[src/hdl/bmu_pkg.sv]
`default_nettype none
package bmu_pkg;

  localparam int unsigned XLEN = 32;

  // Major opcodes
  localparam logic [6:0] OPC_IMM_FIELD = 7'h5B;
  localparam logic [6:0] OPC_REG_FIELD = 7'h2B;

  // Instruction field positions
  localparam int unsigned POS_OPC_LO = 0;
  localparam int unsigned POS_F3_LO = 12;
  localparam int unsigned POS_RS2_LO = 20;
  localparam int unsigned POS_START_LO = 20;
  localparam int unsigned POS_LEN_LO = 25;
  localparam int unsigned POS_F7_LO = 25;
  localparam int unsigned POS_SUBOP_LO = 30;

  // Register operand layout of the second source
  localparam int unsigned POS_RS2_START_LO = 0;
  localparam int unsigned POS_RS2_LEN_LO = 5;

  // funct3 values
  localparam logic [2:0] F3_IMM_PULL = 3'h0;
  localparam logic [2:0] F3_IMM_FILL = 3'h1;
  localparam logic [2:0] F3_REG_OPS = 3'h3;

  // Immediate sub-op values
  localparam logic [1:0] SUB_PULL_SIGNED = 2'h0;
  localparam logic [1:0] SUB_PULL_UNSIGNED = 2'h1;
  localparam logic [1:0] SUB_DEPOSIT = 2'h2;
  localparam logic [1:0] SUB_ZERO_FILL = 2'h0;
  localparam logic [1:0] SUB_ONE_FILL = 2'h1;
  localparam logic [1:0] SUB_REVERSAL = 2'h3;

  // funct7 values of the register forms
  localparam logic [6:0] F7_PULL_SIGNED = 7'h18;
  localparam logic [6:0] F7_PULL_UNSIGNED = 7'h19;
  localparam logic [6:0] F7_DEPOSIT = 7'h1A;
  localparam logic [6:0] F7_ZERO_FILL = 7'h1C;
  localparam logic [6:0] F7_ONE_FILL = 7'h1D;
  localparam logic [6:0] F7_ROTATE = 7'h20;
  localparam logic [6:0] F7_LOWEST_SET = 7'h21;
  localparam logic [6:0] F7_HIGHEST_SET = 7'h22;
  localparam logic [6:0] F7_SIGN_COUNT = 7'h23;
  localparam logic [6:0] F7_POP_COUNT = 7'h24;

  localparam logic [4:0] RS2_UNARY = 5'h00;
  localparam logic [2:0] REV_LEN_UPPER = 3'h0;
  localparam logic [4:0] BIT_TOP = 5'h1F;
  localparam logic [5:0] ZERO_SOURCE_INDEX = 6'h20;

  // Group-select codes of the reversal
  localparam logic [1:0] GRP_SINGLE = 2'h0;
  localparam logic [1:0] GRP_PAIR = 2'h1;
  localparam logic [1:0] GRP_TRIPLE = 2'h2;

  // Reset values
  localparam logic [31:0] RST_RESULT = 32'h0000_0000;
  localparam logic RST_VALID = 1'b0;

  typedef enum logic [3:0] {
    OP_NONE = 4'b0000,
    OP_PULL_SIGNED = 4'b0001,
    OP_PULL_UNSIGNED = 4'b0010,
    OP_DEPOSIT = 4'b0011,
    OP_ZERO_FILL = 4'b0100,
    OP_ONE_FILL = 4'b0101,
    OP_REVERSAL = 4'b0110,
    OP_ROTATE = 4'b0111,
    OP_LOWEST_SET = 4'b1000,
    OP_HIGHEST_SET = 4'b1001,
    OP_SIGN_COUNT = 4'b1010,
    OP_POP_COUNT = 4'b1011
  } bmu_op_t;

  typedef struct packed {
    logic valid;
    logic [31:0] result;
  } bmu_state_t;

endpackage
`default_nettype wire

[src/hdl/bmu_bit_manip.sv]
// Operation
// - Signed pull: range capped at 31, sign-extend
// - Unsigned pull: same range, zero above
// - Register pull: length rs2[9:5], start rs2[4:0]
// - Deposit rs1 low bits, other bits keep destination
// - Register deposit: rs2 fields, rest kept
// - Zero fill: range cleared, rest from rs1
// - One fill: range set, rest from rs1
// - Register fills take fields from rs2
// - Lowest set index, 32 for zero
// - Highest set index, 32 for zero
// - Leading sign bits minus one, zero gives 0
// - Population count of the first source
// - Reversal groups of 1, 2, 3 bits
// - Group select 3 acts as single bits
// - Immediate forms decoded on opcode 1011011
// - Register forms decoded on 0101011, funct3 011
// - Length field is bit count minus one
// - Reversal first shifts left by start position
// - Accepted only when extension enable is one
`timescale 1ns/10ps
`default_nettype none
module bmu_bit_manip #(
  parameter int unsigned CUSTOM_EXTENSION_ENABLE = 1
) (
  input wire logic ref_clk_i,
  input wire logic rst_b_i,
  input wire logic instr_valid_i,
  input wire logic [31:0] instr_i,
  input wire logic [31:0] rs1_i,
  input wire logic [31:0] rs2_i,
  input wire logic [31:0] rd_old_i,
  output logic op_claim_o,
  output logic result_valid_o,
  output logic [31:0] result_o
);

  generate
    if (CUSTOM_EXTENSION_ENABLE > 1) begin : g_bad_enable
      $error("CUSTOM_EXTENSION_ENABLE must be 0 or 1");
    end
  endgenerate

  ////////////////////////////////////////////////////////////////////////////
  // Instruction fields

  logic [6:0] opc;
  logic [2:0] f3;
  logic [6:0] f7;
  logic [1:0] immediate_subop_select;
  logic [4:0] imm_len;
  logic [4:0] imm_start;
  logic [4:0] rs2_field;
  logic is_imm_form;

  assign opc = instr_i[bmu_pkg::POS_OPC_LO +: 7];
  assign f3 = instr_i[bmu_pkg::POS_F3_LO +: 3];
  assign f7 = instr_i[bmu_pkg::POS_F7_LO +: 7];
  assign immediate_subop_select = instr_i[bmu_pkg::POS_SUBOP_LO +: 2];
  assign imm_len = instr_i[bmu_pkg::POS_LEN_LO +: 5];
  assign imm_start = instr_i[bmu_pkg::POS_START_LO +: 5];
  assign rs2_field = instr_i[bmu_pkg::POS_RS2_LO +: 5];
  assign is_imm_form = (opc == bmu_pkg::OPC_IMM_FIELD);

  ////////////////////////////////////////////////////////////////////////////
  // Decode

  bmu_pkg::bmu_op_t op;
  logic unary_ok;

  assign unary_ok = (rs2_field == bmu_pkg::RS2_UNARY);

  always_comb begin
    op = bmu_pkg::OP_NONE;
    if (CUSTOM_EXTENSION_ENABLE == 1) begin
      if (opc == bmu_pkg::OPC_IMM_FIELD && f3 == bmu_pkg::F3_IMM_PULL) begin
        case (immediate_subop_select)
          bmu_pkg::SUB_PULL_SIGNED: op = bmu_pkg::OP_PULL_SIGNED;
          bmu_pkg::SUB_PULL_UNSIGNED: op = bmu_pkg::OP_PULL_UNSIGNED;
          bmu_pkg::SUB_DEPOSIT: op = bmu_pkg::OP_DEPOSIT;
          default: op = bmu_pkg::OP_NONE;
        endcase
      end else if (opc == bmu_pkg::OPC_IMM_FIELD && f3 == bmu_pkg::F3_IMM_FILL) begin
        case (immediate_subop_select)
          bmu_pkg::SUB_ZERO_FILL: op = bmu_pkg::OP_ZERO_FILL;
          bmu_pkg::SUB_ONE_FILL: op = bmu_pkg::OP_ONE_FILL;
          bmu_pkg::SUB_REVERSAL: begin
            // Reversal length field carries only two bits
            if (imm_len[4:2] == bmu_pkg::REV_LEN_UPPER) begin
              op = bmu_pkg::OP_REVERSAL;
            end
          end
          default: op = bmu_pkg::OP_NONE;
        endcase
      end else if (opc == bmu_pkg::OPC_REG_FIELD && f3 == bmu_pkg::F3_REG_OPS) begin
        case (f7)
          bmu_pkg::F7_PULL_SIGNED: op = bmu_pkg::OP_PULL_SIGNED;
          bmu_pkg::F7_PULL_UNSIGNED: op = bmu_pkg::OP_PULL_UNSIGNED;
          bmu_pkg::F7_DEPOSIT: op = bmu_pkg::OP_DEPOSIT;
          bmu_pkg::F7_ZERO_FILL: op = bmu_pkg::OP_ZERO_FILL;
          bmu_pkg::F7_ONE_FILL: op = bmu_pkg::OP_ONE_FILL;
          bmu_pkg::F7_ROTATE: op = bmu_pkg::OP_ROTATE;
          bmu_pkg::F7_LOWEST_SET: op = unary_ok ? bmu_pkg::OP_LOWEST_SET : bmu_pkg::OP_NONE;
          bmu_pkg::F7_HIGHEST_SET: op = unary_ok ? bmu_pkg::OP_HIGHEST_SET : bmu_pkg::OP_NONE;
          bmu_pkg::F7_SIGN_COUNT: op = unary_ok ? bmu_pkg::OP_SIGN_COUNT : bmu_pkg::OP_NONE;
          bmu_pkg::F7_POP_COUNT: op = unary_ok ? bmu_pkg::OP_POP_COUNT : bmu_pkg::OP_NONE;
          default: op = bmu_pkg::OP_NONE;
        endcase
      end
    end
  end

  assign op_claim_o = instr_valid_i && (op != bmu_pkg::OP_NONE);

  ////////////////////////////////////////////////////////////////////////////
  // Field range

  logic [4:0] field_length_minus_one;
  logic [4:0] field_start_position;
  logic [5:0] range_sum;
  logic [4:0] range_top;
  logic [31:0] range_mask;
  logic [31:0] low_mask;

  // Register forms take both fields from the second source
  assign field_length_minus_one = is_imm_form ? imm_len : rs2_i[bmu_pkg::POS_RS2_LEN_LO +: 5];
  assign field_start_position = is_imm_form ? imm_start : rs2_i[bmu_pkg::POS_RS2_START_LO +: 5];
  // Field spans length field plus one bits, capped at the top bit
  assign range_sum = {1'b0, field_length_minus_one} + {1'b0, field_start_position};
  assign range_top = (range_sum > {1'b0, bmu_pkg::BIT_TOP}) ? bmu_pkg::BIT_TOP : range_sum[4:0];

  always_comb begin
    range_mask = '0;
    for (int i = 0; i < 32; i++) begin
      range_mask[i] = (5'(i) >= field_start_position) && (5'(i) <= range_top);
    end
  end

  assign low_mask = range_mask >> field_start_position;

  ////////////////////////////////////////////////////////////////////////////
  // Field operations

  logic [31:0] pulled;
  logic [31:0] pull_unsigned;
  logic [31:0] pull_signed;
  logic [31:0] deposit;
  logic [31:0] zero_fill;
  logic [31:0] one_fill;

  assign pulled = rs1_i >> field_start_position;
  assign pull_unsigned = pulled & low_mask;
  // Sign taken from the most significant pulled bit
  assign pull_signed = rs1_i[range_top] ? (pulled | ~low_mask) : pull_unsigned;
  // Bits beyond a capped range fall off; software keeps the sum below 32
  assign deposit = (rd_old_i & ~range_mask) | ((rs1_i << field_start_position) & range_mask);
  assign zero_fill = rs1_i & ~range_mask;
  assign one_fill = rs1_i | range_mask;

  ////////////////////////////////////////////////////////////////////////////
  // Rotate and reversal

  logic [4:0] rot_amount;
  logic [63:0] rot_pair;
  logic [31:0] rotated;
  logic [31:0] reversed;

  assign rot_amount = rs2_i[4:0];
  assign rot_pair = {rs1_i, rs1_i} >> rot_amount;
  assign rotated = rot_pair[31:0];

  bmu_grouped_reversal u_reversal (
    .src_i(rs1_i),
    .field_start_position_i(imm_start),
    .group_select_i(imm_len[1:0]),
    .reversed_o(reversed)
  );

  ////////////////////////////////////////////////////////////////////////////
  // Counting operations

  logic [5:0] lowest_idx;
  logic [5:0] highest_idx;
  logic [5:0] sign_run;
  logic [5:0] sign_count;
  logic [5:0] ones;
  logic run_open;

  always_comb begin
    lowest_idx = bmu_pkg::ZERO_SOURCE_INDEX;
    for (int i = 31; i >= 0; i--) begin
      if (rs1_i[i]) begin
        lowest_idx = 6'(i);
      end
    end
  end

  always_comb begin
    highest_idx = bmu_pkg::ZERO_SOURCE_INDEX;
    for (int i = 0; i < 32; i++) begin
      if (rs1_i[i]) begin
        highest_idx = 6'(i);
      end
    end
  end

  always_comb begin
    sign_run = 6'h00;
    run_open = 1'b1;
    for (int i = 31; i >= 0; i--) begin
      if (run_open && (rs1_i[i] == rs1_i[31])) begin
        sign_run = sign_run + 6'h01;
      end else begin
        run_open = 1'b0;
      end
    end
  end

  // Zero source gives zero, otherwise run length minus one
  assign sign_count = (rs1_i == 32'h0000_0000) ? 6'h00 : (sign_run - 6'h01);

  always_comb begin
    ones = 6'h00;
    for (int i = 0; i < 32; i++) begin
      ones = ones + {5'h00, rs1_i[i]};
    end
  end

  ////////////////////////////////////////////////////////////////////////////
  // Result select and output register

  bmu_pkg::bmu_state_t state;
  bmu_pkg::bmu_state_t next_state;

  always_comb begin
    next_state = state;
    next_state.valid = op_claim_o;
    if (op_claim_o) begin
      case (op)
        bmu_pkg::OP_PULL_SIGNED: next_state.result = pull_signed;
        bmu_pkg::OP_PULL_UNSIGNED: next_state.result = pull_unsigned;
        bmu_pkg::OP_DEPOSIT: next_state.result = deposit;
        bmu_pkg::OP_ZERO_FILL: next_state.result = zero_fill;
        bmu_pkg::OP_ONE_FILL: next_state.result = one_fill;
        bmu_pkg::OP_REVERSAL: next_state.result = reversed;
        bmu_pkg::OP_ROTATE: next_state.result = rotated;
        bmu_pkg::OP_LOWEST_SET: next_state.result = {26'h0, lowest_idx};
        bmu_pkg::OP_HIGHEST_SET: next_state.result = {26'h0, highest_idx};
        bmu_pkg::OP_SIGN_COUNT: next_state.result = {26'h0, sign_count};
        bmu_pkg::OP_POP_COUNT: next_state.result = {26'h0, ones};
        default: next_state.result = state.result;
      endcase
    end
  end

  always_ff @(posedge ref_clk_i or negedge rst_b_i) begin
    if (!rst_b_i) begin
      state.valid <= bmu_pkg::RST_VALID;
      state.result <= bmu_pkg::RST_RESULT;
    end else begin
      state <= next_state;
    end
  end

  assign result_valid_o = state.valid;
  assign result_o = state.result;

endmodule
`default_nettype wire

[src/hdl/bmu_grouped_reversal.sv]
`timescale 1ns/10ps
`default_nettype none
module bmu_grouped_reversal (
  input wire logic [31:0] src_i,
  input wire logic [4:0] field_start_position_i,
  input wire logic [1:0] group_select_i,
  output logic [31:0] reversed_o
);

  logic [31:0] shifted;
  logic [31:0] rev_single;
  logic [31:0] rev_pair;
  logic [31:0] rev_triple;

  // Top bits are dropped so only the low part takes part
  assign shifted = src_i << field_start_position_i;

  genvar k;
  generate
    for (k = 0; k < 32; k++) begin : g_single
      assign rev_single[k] = shifted[31 - k];
    end
    for (k = 0; k < 16; k++) begin : g_pair
      assign rev_pair[2 * k + 1 : 2 * k] = shifted[31 - 2 * k : 30 - 2 * k];
    end
    // Ten triples fill bits 29:0; the two lowest shifted bits are lost
    for (k = 0; k < 10; k++) begin : g_triple
      assign rev_triple[3 * k + 2 : 3 * k] = shifted[31 - 3 * k : 29 - 3 * k];
    end
  endgenerate
  assign rev_triple[31:30] = 2'h0;

  always_comb begin
    case (group_select_i)
      bmu_pkg::GRP_PAIR: reversed_o = rev_pair;
      bmu_pkg::GRP_TRIPLE: reversed_o = rev_triple;
      default: reversed_o = rev_single;
    endcase
  end

endmodule
`default_nettype wire

[config.mk]
export PLATFORM = sky130hd
export DESIGN_NAME = bmu_bit_manip
export DESIGN_NICKNAME = d
export VERILOG_FILES = /design/src/hdl/bmu_pkg.sv /design/src/hdl/bmu_bit_manip.sv /design/src/hdl/bmu_grouped_reversal.sv
export SDC_FILE = /design/constraint.sdc
export NUM_CORES = 1
export LEC_CHECK = 0
export BUFFER_PORTS_ARGS = -buffer_cell sky130_fd_sc_hd__buf_2
export CAP_MARGIN = 10
export CORE_MARGIN = 2
export CORE_UTILIZATION = 30
export CTS_CLUSTER_DIAMETER = 40
export DETAILED_ROUTE_END_ITERATION = 16
export PLACE_DENSITY = 0.52
export SLEW_MARGIN = 20
export SYNTH_ARGS = -nofsm -noshare
export SYNTH_HDL_FRONTEND = slang
export SYNTH_SLANG_ARGS = --single-unit
export TNS_END_PERCENT = 10
[constraint.sdc]
create_clock -name ref_clk_i -period 3.8 [get_ports ref_clk_i]
set_input_delay 0.57 -clock ref_clk_i [delete_from_list [all_inputs] [get_ports ref_clk_i]]
set_output_delay 0.57 -clock ref_clk_i [all_outputs]
set_load 0.02 [all_outputs]
==> flow_summary.yaml <==
sta:
  worst_slack_ns: -12.77
  finalHoldViolations: 0
  rsz0062_at_grt: "yes"
  post-route-period-util_pct: 436
  fmax_mhz: 60.4
  maxSlewViolCount: 0
  min_period_ns: 16.57
  maxSlewHeadroom_pct: 31.3
  clock-skew-final_ns: 0
  timing.hold.ws_ns: 0.374
  finalSetupTns_ns: -93.01
  final-setup-viol-count: 32
  worstMarginPinSlew_ns: 1.02
clock_network:
  cts.clk_slew.worst_paths_ns: 0.06
  cts_tree: "done"
  numCtsBuffers: 5
  htree_levels: 2
  clock-sinks: 33
  clk_latency_ns: 0.29
  hold_buffers: 0
  clockBufferDepth: 2
  cts_root_buf: "clkbuf_16"
logic_synthesis:
  synthTopCellsByCount: "nand2_1, nor2_1, o21ai_0"
  synthesis.area_um2: 18300
  ys_ff_latch: 33
  synth.avg_cell_area_um2: 6.56
  yosysTopAreaCell: "mux2i_1"
  yosysUniqueCellTypes: 101
  yosys_warnings: 0
  synth_most_common_cell: "nand2_1"
  synth_area_leaders: "mux2i_1, o21ai_0, nand2_1"
  synth_top_area_share_pct: 10.1
  synth_edf_count: 0
  syn_nets: 3001
  syn_inst: 2791
  yosysSeqAreaShare_pct: 4.51
  async_flop_share_pct: 100
  synthFlopType: "dfrtp_1"
critical_path:
  cp-end-kind: "register"
  cp_max_fo: 5
  worstSetupStartpointType: "input port"
  worstPathArrival_ns: 16.79
  max_stage_delay_ns: 0.41
  slowest_stage: "xor3_2"
  cp.required_ns: 4.03
  worstSetupPathType: "in -> reg"
  cpMostUsedCell: "ha_4"
routing:
  routed_wl_um: 112000
  drcViolationCount: 0
  drt-initial-drc-count: 2838
  num_vias: 26300
  final_antenna_net_count: 0
  viasPerCell: 5.94
  post_drt_wl_per_cell_um: 25.3
  firstDrtPassIters: 8
final_layout:
  nets: 3846
  final_core_util_pct: 45.4
  fin_cells: 4422
  drive_gt1_share_pct: 38.0
  area_growth_pct: 49.5
global_route:
  grt_start_max_net_pins: 81
  grt_first_pass_wirelength_um: 164000
  antenna_found_initial: 6
  grt_pass1_vias: 25200
  track_usage_pct: 34.4
  gr-total-overflow: 0
place:
  dp.cells: 4389
  dp_hpwl_um: 90000
  gp_congestion: 1.06
  portBuffers: 132
outcome:
  status: "complete, but fails checks"
  violations: "negative setup slack"
floorplan:
  initial_utilization_pct: 30.4
  rows: 90
  ioPinCount: 165
  die_y_um: 251
  die-area_um2: 63100
  die_w_um: 251
  coreArea_um2: 60400
job:
  drv_cap: 0
power_and_ir_drop:
  ir_drop_uv: 395
  totalPowerFinal_mw: 6.52
  cellPowerDensity_nw_per_um2: 238
  p_leak_nw: 12.3
min_path:
  hold_class: "in -> async"
==> through the flow <==
stage / worst slack (ns) / cell area (um^2)
floorplan: -13.05 / 18600
global placement: -13.21 / 26300
detailed placement: -13.72 / 26300
CTS: -12.80 / 27100
global route: -13.51 / 27400
finish: -12.77 / 27400
==> kinds of logic (layout without fill, tap and decap cells) <==
kind of cell,after synthesis,after routing,share of synthesized area (%)
fa+ha+maj,81,81,6.53
xor+xnor,88,88,5.46
mux,276,276,18.8
flops,33,33,4.51
compound gates,962,962,32.8
other cells,0,3,0
simple gates,1023,1023,25.1
buf+inv,328,1174,6.90
==> worst paths after layout <==
path / start / endpoint / slack (ns) / cells after the start
max in group asynchronous: rst_b_i / result_o[19] / 2.91 / 1
min: rst_b_i / result_o[20] / 0.37 / 1
max: rs1_i[31] / result_o[5] / -12.77 / 92
min in group ref_clk_i: result_o[29] / result_o[29] / 0.47 / 2
min reg2reg: result_o[29] / result_o[29] / 0.47 / 2
max reg2reg: result_o[5] / result_o[5] / 2.70 / 3
==> sequential cells by signal, summed over array words and instances (netlist names) <==
name	cells
result_o	32
result_valid_o	1
==> cell type report <==
type,instances,area [um^2]
Clock inverter,3,17.5
Sequential cell,33,826
Inverter,89,344
Tap cell,782,978
Clock buffer,5,125
Multi-Input combinational cell,2430,17200
Antenna cell,3,7.51
Timing Repair Buffer,1077,7890
Fill cell,6277,33000
==> power breakdown <==
group | total (mW) | switching, mW | internal [mW]
combinational | 5.72 | 3.09 | 2.63
sequential | 0.382 | 0.0140 | 0.368
clock | 0.416 | 0.175 | 0.241
total | 6.52 | 3.28 | 3.24
==> cells in the final DEF, fill, tap and decap left out, types with 15 or more instances in the layout <==
cell	instances
o211ai_1	58
nand2_1	348
a21oi_1	207
nand3_1	65
mux2i_1	172
o21ai_0	265
or3_1	50
a221oi_1	21
nand2b_1	21
a31oi_1	34
inv_1	77
o21ai_1	32
a21oi_2	29
fa_1	24
a22oi_1	21
ha_4	16
o31ai_1	48
and3_1	25
nor3_1	35
a21o_1	18
mux2_2	33
o22ai_1	29
buf_2	130
ha_1	37
or2_2	15
xnor2_1	38
a211oi_1	29
xor2_1	26
dfrtp_1	33
buf_4	925
mux4_2	49
nor2_1	335
==> worst max-delay path, delay by kind of cell <==
family / cells / cell delay, ns
AOI/OAI and AO/OA: 28 / 3.70
xor gates and xnor gates: 3 / 0.84
adders and majority gates: 28 / 7.24
buffers and inverters: 5 / 0.34
muxes: 8 / 1.98
and+or+nand+nor: 20 / 2.11
==> metal layers <==
layer  global-route usage, %  vias to the layer above  wire length [um]
met4                    16.2                        4              6640
li1                        -                    12000                 -
met2                    54.9                     1308             49200
met1                    45.5                    12700             46700
met5                       0                        -                26
met3                    5.23                      270              9330
==> what timing repair did <==
item                       CTS  global route
pin swaps                   42            43
gates resized for setup    130            61
setup endpoints to repair   33            33
buffers inserted            22             5
Power figures use the tool's default switching activity.
